<file path="src/design/ecgcb_pkg.sv">
/*
  Constants for the ECG path configuration bank: register addresses,
  writable masks, reset values, field positions and SPI framing.
  Assumes a 15-bit register address space reached over SPI.
*/
`default_nettype none
package ecgcb_pkg;
  // SPI framing
  localparam int WORD_BITS = 16;
  localparam int ADDR_BITS = 15;
  localparam logic [3:0] LAST_BIT = 4'hF;
  localparam int CMD_RW_BIT = 0;
  localparam int SAMPLE_BITS = 24;
  localparam logic [23:0] CENTER_CODE = 24'h800000;
  // Register addresses
  localparam logic [14:0] ADDR_ANALOG = 15'h0100;
  localparam logic [14:0] ADDR_LEADOFF = 15'h0101;
  localparam logic [14:0] ADDR_RATE = 15'h0102;
  localparam logic [14:0] ADDR_CURRENT = 15'h0103;
  localparam logic [14:0] ADDR_MATRIX = 15'h0104;
  localparam int NUM_REGS = 5;
  localparam logic [2:0] IDX_ANALOG = 3'h0;
  localparam logic [2:0] IDX_LEADOFF = 3'h1;
  localparam logic [2:0] IDX_RATE = 3'h2;
  localparam logic [2:0] IDX_CURRENT = 3'h3;
  localparam logic [2:0] IDX_MATRIX = 3'h4;
  // Bits that hold a function
  localparam logic [15:0] MASK_ANALOG = 16'h1BFF;
  localparam logic [15:0] MASK_LEADOFF = 16'hFFFF;
  localparam logic [15:0] MASK_RATE = 16'h01FF;
  localparam logic [15:0] MASK_CURRENT = 16'hFFCF;
  localparam logic [15:0] MASK_MATRIX = 16'h03FF;
  // Reset values
  localparam logic [15:0] RST_ANALOG = 16'h0000;
  localparam logic [15:0] RST_LEADOFF = 16'h0000;
  localparam logic [15:0] RST_RATE = 16'h0000;
  localparam logic [15:0] RST_CURRENT = 16'h0000;
  localparam logic [15:0] RST_MATRIX = 16'h0000;
  // Analog and leg drive control fields
  localparam int POS_SHORT_INV = 12;
  localparam int POS_SHORT_NONINV = 11;
  localparam int POS_PREBUF_ON = 9;
  localparam int POS_GAIN_SEL = 8;
  localparam int POS_CM_GEN_EN = 7;
  localparam int POS_LD_DISCONNECT = 6;
  localparam int POS_LD_OUT_SEL = 4;
  localparam int POS_LD_LO_EN = 3;
  localparam int POS_LD_LO_THR = 1;
  localparam int POS_LD_AMP_EN = 0;
  // Lead-off control fields
  localparam int POS_AC_EN = 15;
  localparam int POS_AC_MAG = 12;
  localparam int POS_AC_THR = 9;
  localparam int POS_LOW_DC_EN = 8;
  localparam int POS_DC_MAG = 4;
  localparam int POS_DC_POL_INV = 3;
  localparam int POS_DC_POL_NONINV = 2;
  localparam int POS_DC_THR = 0;
  // Rate and decimation fields
  localparam int POS_DECIM = 3;
  localparam int POS_RATE_SEL = 0;
  // Lead-off current and gain fields
  localparam int POS_HI_DC_EN = 15;
  localparam int POS_HI_DC_MAG = 11;
  localparam int POS_DC_OUT_NONINV = 10;
  localparam int POS_DC_OUT_INV = 9;
  localparam int POS_DC_CMP_INV = 8;
  localparam int POS_DC_CMP_NONINV = 7;
  localparam int POS_AC_DC_MODE = 6;
  localparam int POS_CAL_GAIN = 0;
  // Routing matrix fields
  localparam int POS_POL_SWAP = 9;
  localparam int POS_TO_IMPEDANCE = 8;
  localparam int POS_PAD_MATRIX = 0;
  // SPI engine phases
  typedef enum logic [1:0] {
    ECGCB_CMD,
    ECGCB_WRITE,
    ECGCB_READ
  } ecgcb_phase_t;
endpackage : ecgcb_pkg
`default_nettype wire

</file>
<file path="src/design/ecgcb_config_bank.sv">
/*
  ECG path configuration bank: five 16-bit registers written and read
  over SPI mode 0 with burst auto-increment, their control fields driven
  out to the analog path, and the offset-binary sample encoder.
  Assumes SPI pins synchronous to clock, sclk at most a quarter of clock.
*/
`timescale 1ns/1ps
`default_nettype none
module ecgcb_config_bank
  import ecgcb_pkg::*;
(
  // Clock and reset
  input  wire logic                   clock,
  input  wire logic                   resetn,
  // SPI register port
  input  wire logic                   spi_sclk,
  input  wire logic                   spi_cs_n,
  input  wire logic                   spi_mosi,
  output var  logic                   spi_miso,
  output var  logic                   spi_miso_oe,
  // Conversion results in and offset-binary samples out
  input  wire logic [SAMPLE_BITS-1:0] conv_result,
  input  wire logic                   conv_valid,
  output var  logic [SAMPLE_BITS-1:0] sample_code,
  output var  logic                   sample_valid,
  // Analog and leg drive control
  output var  logic                   short_inverting_to_leg_drive,
  output var  logic                   short_noninverting_to_leg_drive,
  output var  logic                   prebuffer_keep_powered,
  output var  logic                   front_gain_select,
  output var  logic                   common_mode_generator_enable,
  output var  logic                   leg_drive_output_disconnect,
  output var  logic [1:0]             leg_drive_output_select,
  output var  logic                   leg_drive_lead_off_enable,
  output var  logic [1:0]             leg_drive_lead_off_threshold,
  output var  logic                   leg_drive_amp_enable,
  // Lead-off control
  output var  logic                   ac_detector_enable,
  output var  logic [2:0]             ac_excite_magnitude,
  output var  logic [2:0]             ac_detect_threshold,
  output var  logic                   low_range_dc_detector_enable,
  output var  logic [3:0]             dc_excite_magnitude,
  output var  logic                   dc_current_polarity_inverting,
  output var  logic                   dc_current_polarity_noninverting,
  output var  logic [1:0]             dc_detect_threshold,
  // Rate and decimation
  output var  logic [5:0]             decimation_ratio,
  output var  logic [2:0]             sample_rate_select,
  // Lead-off current and gain
  output var  logic                   high_range_dc_current_enable,
  output var  logic [3:0]             high_range_dc_magnitude,
  output var  logic                   dc_current_out_noninverting_enable,
  output var  logic                   dc_current_out_inverting_enable,
  output var  logic                   dc_comparator_inverting_enable,
  output var  logic                   dc_comparator_noninverting_enable,
  output var  logic                   ac_circuit_dc_mode_enable,
  output var  logic [3:0]             calibrated_gain,
  // Electrode routing
  output var  logic                   path_polarity_swap,
  output var  logic                   pads_to_impedance_path,
  output var  logic [7:0]             pad_routing_matrix
);

  // Address decode helpers
  function automatic logic is_mapped(input logic [ADDR_BITS-1:0] addr);
    is_mapped = (addr >= ADDR_ANALOG) && (addr <= ADDR_MATRIX);
  endfunction : is_mapped

  function automatic logic [2:0] reg_index(input logic [ADDR_BITS-1:0] addr);
    logic [ADDR_BITS-1:0] offset;
    offset = addr - ADDR_ANALOG;
    reg_index = offset[2:0];
  endfunction : reg_index

  function automatic logic [15:0] reg_mask(input logic [2:0] idx);
    logic [15:0] mask;
    mask = 16'h0000;
    unique case (idx)
      IDX_ANALOG:  mask = MASK_ANALOG;
      IDX_LEADOFF: mask = MASK_LEADOFF;
      IDX_RATE:    mask = MASK_RATE;
      IDX_CURRENT: mask = MASK_CURRENT;
      IDX_MATRIX:  mask = MASK_MATRIX;
      default:     mask = 16'h0000;
    endcase
    reg_mask = mask;
  endfunction : reg_mask

  // Register storage and SPI engine state
  logic [15:0]          cfg [NUM_REGS];
  ecgcb_phase_t         phase;
  logic                 sclk_prev;
  logic [3:0]           bit_count;
  logic [15:0]          shift_in;
  logic [15:0]          shift_out;
  logic [ADDR_BITS-1:0] cur_addr;

  // Edge and word decode
  wire                  sclk_rise;
  wire                  sclk_fall;
  wire                  word_done;
  wire [15:0]           next_word;
  wire                  cmd_is_write;
  wire                  write_hit;
  wire [2:0]            cur_index;
  wire [15:0]           cur_mask;
  wire [15:0]           read_word;
  wire                  load_out;
  wire [ADDR_BITS-1:0]  next_addr;

  assign sclk_rise    = !spi_cs_n && spi_sclk && !sclk_prev;
  assign sclk_fall    = !spi_cs_n && !spi_sclk && sclk_prev;
  assign word_done    = sclk_rise && (bit_count == LAST_BIT);
  assign next_word    = {shift_in[14:0], spi_mosi};
  assign cmd_is_write = next_word[CMD_RW_BIT];
  assign cur_index    = reg_index(cur_addr);
  assign cur_mask     = is_mapped(cur_addr) ? reg_mask(cur_index) : 16'h0000;
  assign write_hit    = word_done && (phase == ECGCB_WRITE) && is_mapped(cur_addr);
  assign read_word    = is_mapped(cur_addr) ? (cfg[cur_index] & cur_mask) : 16'h0000;
  assign load_out     = sclk_fall && (phase == ECGCB_READ) && (bit_count == 4'h0);
  assign next_addr    = cur_addr + 15'h0001;

  always_ff @(posedge clock or negedge resetn) begin
    if (!resetn) begin
      sclk_prev <= 1'b0;
    end else begin
      sclk_prev <= spi_sclk;
    end
  end

  // Bit and word framing; dropping chip select discards a partial word
  always_ff @(posedge clock or negedge resetn) begin
    if (!resetn) begin
      phase     <= ECGCB_CMD;
      bit_count <= 4'h0;
      shift_in  <= 16'h0000;
      cur_addr  <= 15'h0000;
    end else if (spi_cs_n) begin
      phase     <= ECGCB_CMD;
      bit_count <= 4'h0;
    end else if (sclk_rise) begin
      shift_in  <= next_word;
      bit_count <= bit_count + 4'h1;
      if (word_done) begin
        unique case (phase)
          ECGCB_CMD: begin
            cur_addr <= next_word[15:1];
            phase    <= cmd_is_write ? ECGCB_WRITE : ECGCB_READ;
          end
          ECGCB_WRITE: begin
            cur_addr <= next_addr;
          end
          ECGCB_READ: begin
            cur_addr <= next_addr;
          end
        endcase
      end
    end
  end

  // Register writes, masked to functional bits
  always_ff @(posedge clock or negedge resetn) begin
    if (!resetn) begin
      cfg[IDX_ANALOG]  <= RST_ANALOG;
      cfg[IDX_LEADOFF] <= RST_LEADOFF;
      cfg[IDX_RATE]    <= RST_RATE;
      cfg[IDX_CURRENT] <= RST_CURRENT;
      cfg[IDX_MATRIX]  <= RST_MATRIX;
    end else if (write_hit) begin
      cfg[cur_index] <= next_word & cur_mask;
    end
  end

  // Read data out, MSB first, changing on falling sclk
  always_ff @(posedge clock or negedge resetn) begin
    if (!resetn) begin
      shift_out   <= 16'h0000;
      spi_miso    <= 1'b0;
      spi_miso_oe <= 1'b0;
    end else if (spi_cs_n) begin
      spi_miso    <= 1'b0;
      spi_miso_oe <= 1'b0;
    end else if (load_out) begin
      shift_out   <= read_word;
      spi_miso    <= read_word[15];
      spi_miso_oe <= 1'b1;
    end else if (sclk_fall && (phase == ECGCB_READ)) begin
      shift_out <= {shift_out[14:0], 1'b0};
      spi_miso  <= shift_out[14];
    end
  end

  // Analog and leg drive fields
  assign short_inverting_to_leg_drive    = cfg[IDX_ANALOG][POS_SHORT_INV];
  assign short_noninverting_to_leg_drive = cfg[IDX_ANALOG][POS_SHORT_NONINV];
  assign prebuffer_keep_powered          = cfg[IDX_ANALOG][POS_PREBUF_ON];
  assign front_gain_select               = cfg[IDX_ANALOG][POS_GAIN_SEL];
  assign common_mode_generator_enable    = cfg[IDX_ANALOG][POS_CM_GEN_EN];
  assign leg_drive_output_disconnect     = cfg[IDX_ANALOG][POS_LD_DISCONNECT];
  assign leg_drive_output_select         = cfg[IDX_ANALOG][POS_LD_OUT_SEL+:2];
  assign leg_drive_lead_off_enable       = cfg[IDX_ANALOG][POS_LD_LO_EN];
  assign leg_drive_lead_off_threshold    = cfg[IDX_ANALOG][POS_LD_LO_THR+:2];
  assign leg_drive_amp_enable            = cfg[IDX_ANALOG][POS_LD_AMP_EN];

  // Lead-off fields
  assign ac_detector_enable               = cfg[IDX_LEADOFF][POS_AC_EN];
  assign ac_excite_magnitude              = cfg[IDX_LEADOFF][POS_AC_MAG+:3];
  assign ac_detect_threshold              = cfg[IDX_LEADOFF][POS_AC_THR+:3];
  assign low_range_dc_detector_enable     = cfg[IDX_LEADOFF][POS_LOW_DC_EN];
  assign dc_excite_magnitude              = cfg[IDX_LEADOFF][POS_DC_MAG+:4];
  assign dc_detect_threshold              = cfg[IDX_LEADOFF][POS_DC_THR+:2];
  assign dc_current_polarity_inverting    = cfg[IDX_LEADOFF][POS_DC_POL_INV];
  assign dc_current_polarity_noninverting = cfg[IDX_LEADOFF][POS_DC_POL_NONINV];

  // Rate fields; the decimation field is left to the host
  assign decimation_ratio   = cfg[IDX_RATE][POS_DECIM+:6];
  assign sample_rate_select = cfg[IDX_RATE][POS_RATE_SEL+:3];

  // Lead-off current and gain fields
  assign high_range_dc_current_enable       = cfg[IDX_CURRENT][POS_HI_DC_EN];
  assign high_range_dc_magnitude            = cfg[IDX_CURRENT][POS_HI_DC_MAG+:4];
  assign dc_current_out_noninverting_enable = cfg[IDX_CURRENT][POS_DC_OUT_NONINV];
  assign dc_current_out_inverting_enable    = cfg[IDX_CURRENT][POS_DC_OUT_INV];
  assign dc_comparator_inverting_enable     = cfg[IDX_CURRENT][POS_DC_CMP_INV];
  assign dc_comparator_noninverting_enable  = cfg[IDX_CURRENT][POS_DC_CMP_NONINV];
  assign ac_circuit_dc_mode_enable          = cfg[IDX_CURRENT][POS_AC_DC_MODE];
  assign calibrated_gain                    = cfg[IDX_CURRENT][POS_CAL_GAIN+:4];

  // Routing fields
  assign path_polarity_swap     = cfg[IDX_MATRIX][POS_POL_SWAP];
  assign pads_to_impedance_path = cfg[IDX_MATRIX][POS_TO_IMPEDANCE];
  assign pad_routing_matrix     = cfg[IDX_MATRIX][POS_PAD_MATRIX+:8];

  // Sample coding
  ecgcb_sample_encoder u_encoder (
    .clock        (clock),
    .resetn       (resetn),
    .conv_result  (conv_result),
    .conv_valid   (conv_valid),
    .sample_code  (sample_code),
    .sample_valid (sample_valid)
  );

endmodule : ecgcb_config_bank
`default_nettype wire

</file>
<file path="src/design/ecgcb_sample_encoder.sv">
/*
  Offset-binary encoder for ECG conversion results.
  Assumes a two's-complement result of input voltage over resolution.
*/
`timescale 1ns/1ps
`default_nettype none
module ecgcb_sample_encoder
  import ecgcb_pkg::*;
(
  // Clock and reset
  input  wire logic                   clock,
  input  wire logic                   resetn,
  // Signed conversion result
  input  wire logic [SAMPLE_BITS-1:0] conv_result,
  input  wire logic                   conv_valid,
  // Offset-binary sample
  output var  logic [SAMPLE_BITS-1:0] sample_code,
  output var  logic                   sample_valid
);
  logic [SAMPLE_BITS-1:0] next_code;

  assign next_code = conv_result + CENTER_CODE;

  always_ff @(posedge clock or negedge resetn) begin
    if (!resetn) begin
      sample_code  <= 24'h000000;
      sample_valid <= 1'b0;
    end else begin
      sample_valid <= conv_valid;
      if (conv_valid) begin
        sample_code <= next_code;
      end
    end
  end
endmodule : ecgcb_sample_encoder
`default_nettype wire

</file>
<file path="config.mk">
export PLATFORM = sky130hd
export DESIGN_NAME = ecgcb_config_bank
export DESIGN_NICKNAME = d
export VERILOG_FILES = /design/src/design/ecgcb_pkg.sv /design/src/design/ecgcb_config_bank.sv /design/src/design/ecgcb_sample_encoder.sv
export SDC_FILE = /design/constraint.sdc
export NUM_CORES = 1
export LEC_CHECK = 0
export BUFFER_PORTS_ARGS = -buffer_cell sky130_fd_sc_hd__buf_4
export CAP_MARGIN = 5
export CORE_AREA = 5 5 133 135
export DETAILED_ROUTE_END_ITERATION = 8
export DIE_AREA = 0 0 138 140
export PLACE_DENSITY = 0.7
export SETUP_SLACK_MARGIN = 0.15
export SLEW_MARGIN = 20
export SYNTH_ARGS = -nofsm -noshare
export SYNTH_HDL_FRONTEND = slang
export SYNTH_SLANG_ARGS = --single-unit
</file>
<file path="constraint.sdc">
create_clock -name clock -period 2.66 [get_ports clock]
set_clock_uncertainty 0.2 [all_clocks]
set_input_delay 0.266 -clock clock [delete_from_list [all_inputs] [get_ports clock]]
set_output_delay 0.266 -clock clock [all_outputs]
set_load 0.02 [all_outputs]
</file>
==> reports/results.ini <==
[route]
via_per_inst=5.713
drt_iter0_markers=386
drtAntennaViolNets=0
drcViolationCount=0
routed_wirelength_mm=21.34
drt_pass1_iterations=5
vias=5884
wl_per_cell_um=20.72

[worst_setup_path]
cpMaxStageDelayCell=dfrtp_1
timing.rr.start=cur_addr[4]
worstSetupStartpointType=flip-flop
worstPathCellList=nor4_4 -> nand4_4 -> nor4_4 -> buf_6 -> mux2_2
arrival_ns=2.58
path_max_fanout=12
setup.worst_path.start=cur_addr[4]
cp-end-kind=flip-flop
path_buf_inv=1
cp_common_cell=nor4_4
worstSetupPathType=flip-flop to flip-flop
critPathTopFamily=simple AND/OR/NAND/NOR gates
required_ns=2.77
crit_path_max_incr_delay_ns=0.46

[placement]
dpl.hpwl_mm=15.03
gp_routability_congestion=0.8733
dpl_cell_area_mm2=0.009021
dp.cells=963
portBuffers=117

[power_and_ir_drop]
p_per_area_mw_per_mm2=543.6
power_frac_seq=0.489
pwr-share-clk=0.431
p_leak_uw=0.004667
vdd_drop_max_mv=0.4507
p_int_uw=4025
power_switching_uw=1400
p_sw_frac=0.2581
comb_power_share=0.080

[clock_tree]
clk_path_buf_depth=2
tritoncts=done
clock_sinks=159
worstSkewPairLatency_ns=0.43
htreeDepth=4
path_clk_slew_ns=0.07
clockRootBuffer=clkbuf_16
cts_buffers=17

[global_routing]
gr-total-overflow=0
grt_pass1_wl_mm=34.40
grt_pass1_vias=6193
grt_max_degree=66
track_usage=0.2226
antenna_found_initial=0

[synthesis]
synth_warnings=0
ys_seq_area_frac=0.4990
ys_seq_elements=159
synth_edf_count=0
syn_inst=657
avgSynthCellArea_um2=12.14
synth-main-ff-cell=dfrtp_1
async_reset_ff_frac=1.000
ys_types=56
syn_nets=697
syn_area_mm2=0.007974

[flow_run]
max_cap_violations=0

[floorplanning]
die_w_um=138
die_h_um=140
core.rowCount=47
dieArea_mm2=0.01932
start_util=0.4878
io_pins=118
core-area_mm2=0.01635

[sta]
fmax_ghz=0.4055
rsz0062_at_grt=yes
min_period_ns=2.466
setup_viol=0
fin_hold_ws_ns=0.1704
max_slew_margin=0.5528
final.setup.tns_ns=0
hold_viol_final=0
drv_slew=0
worstMarginPinSlew_ns=0.6707
fin_crit_sh=0.9270

[worst_hold_path]
worstHoldPathType=input pin to asynchronous set/reset pin

[cells_and_area]
n_antenna_cell=0
nNetsFinal=837
drive_gt1_frac=0.4457
layout.cells.non_filler=1030
syn2layout_area_growth_pct=25.15
stdcell_area_mm2=0.009980

[status]
outcome=completed

worst paths after layout:
| check | to | slack, ns | cells after the start |
|---|---|---|---|
| setup / recovery | cfg[47] | 0.19 | 5 |
| hold / removal | u_encoder.sample_code[7] | 0.17 | 2 |
| setup reg to reg | cfg[47] | 0.19 | 5 |
| hold reg to reg | shift_out[0] | 0.27 | 2 |
| max in group asynchronous | dc_excite_magnitude[2] | 1.29 | 3 |
| min in group clock | shift_out[0] | 0.27 | 2 |
layer usage:
metal,up-vias,GRT usage,part of all wire
li1,2655,-,-
met1,2989,0.2822,0.42
met2,213,0.3744,0.49
met3,27,0.06169,0.069
met4,0,0.06708,0.019
met5,-,0,0
cells in the mapped netlist (7+ instances only):
library cell	instances	area (um2)
inv_1	15	56.30
dfrtp_1	159	3979
buf_4	42	315.3
ha_1	10	125.1
o31ai_1	7	52.55
nand2_1	24	90.09
buf_6	7	78.83
nor3b_1	14	105.1
mux2i_1	21	210.2
nand3_1	16	80.08
clkbuf_1	21	78.83
o22ai_1	11	68.82
a21oi_1	39	195.2
nor2_1	21	78.83
o21ai_0	13	65.06
mux4_2	7	157.7
mux2_2	119	1340
nand4_1	8	50.05
and3_1	10	62.56
stage by stage:
| stage | total power (uW) | utilization | worst slack, ns |
|---|---|---|---|
| 2_1_floorplan | 2865 | - | 0.2541 |
| 3_3_place_gp | 3080 | 0.5518 | 0.2306 |
| 3_5_place_dp | 3100 | 0.5518 | 0.1634 |
| 4_1_cts | 5479 | 0.6049 | 0.1535 |
| 5_1_grt | 5621 | 0.6104 | 0.1365 |
| 6_report | 5425 | 0.6104 | 0.1942 |
worst register-to-register path, delay by kind of cell, from the launching register on:
family	cells	cell delay (ns)
DFF	1	0.46
and+or+nand+nor	3	1.10
muxes	1	0.36
buffers and inverters	1	0.23
what timing repair did:
item / in CTS / in global routing
gates cloned: 0 / 1
resized for setup: 1 / 10
endpoints found under the hold margin: 96 / 0
hold buffers: 29 / 0
setup endpoints to repair: 1 / 39
pin swaps: 0 / 3
setup buffers: 0 / 5
cells in the final DEF, fill, tap and decap left out, types with 3 or more instances in the layout:
master / netlist / layout
nor3b_2: 0 / 4
nor2b_1: 3 / 3
o21ai_2: 4 / 4
a21oi_1: 39 / 39
nor3_1: 6 / 6
a211oi_1: 4 / 4
buf_6: 7 / 3
ha_1: 10 / 10
nor3_2: 4 / 3
o22ai_2: 3 / 3
o22ai_1: 11 / 11
o21ba_2: 3 / 3
mux2i_1: 21 / 21
dlygate4sd3_1: 0 / 29
mux4_2: 7 / 7
or3b_2: 3 / 3
nand3_1: 16 / 15
buf_4: 42 / 164
buf_12: 0 / 3
o221ai_1: 5 / 5
nor3b_1: 14 / 10
o2bb2ai_1: 4 / 4
and3_1: 10 / 10
a41oi_1: 3 / 3
clkinv_4: 0 / 5
dfrtp_1: 159 / 157
mux2_2: 119 / 119
o21ai_0: 13 / 13
nor2_1: 21 / 21
nor4_1: 3 / 3
nand2_1: 24 / 24
and2_1: 4 / 4
o31ai_1: 7 / 7
inv_1: 15 / 15
nand2b_1: 6 / 6
nor4_4: 3 / 3
clkbuf_16: 0 / 17
nand4_1: 8 / 8
sequential cells by signal (all words and copies together), names as in the netlist, 2 cells and up:
signal,cells
shift_out,15
calibrated_gain,4
shift_in,15
leg_drive_output_select,2
bit_count,4
phase,2
ac_excite_magnitude,3
decimation_ratio,6
high_range_dc_magnitude,4
leg_drive_lead_off_threshold,2
cur_addr,15
ac_detect_threshold,3
dc_detect_threshold,2
sample_rate_select,3
pad_routing_matrix,8
u_encoder.sample_code,24
cfg,19
dc_excite_magnitude,4
logic make-up after synthesis:
group           share of synthesized area
compound gates                    0.08929
flops                              0.4990
xor+xnor                         0.002197
simple gates                       0.1076
mux                                0.2142
fa+ha+maj                         0.01569
buf+inv                           0.07202
power groups by stage:
stage / clock [uW] / combinational (uW) / sequential, uW
after floorplan: 0 / 174 / 2690
after detailed placement: 0 / 405 / 2700
final: 2340 / 435 / 2650
after global placement: 0 / 390 / 2690
after CTS: 2390 / 439 / 2650
after global routing: 2480 / 476 / 2670
cell type report:
type,count,area (um2)
clock buffer,18,439.2
multi-input combinational,404,3475
fill,1358,6369
timing repair buffer,199,1615
inverter,16,60.06
clock inverter,14,133.9
sequential,159,3981
tap,220,275.3
No activity file was read; power rests on OpenSTA's default activity.
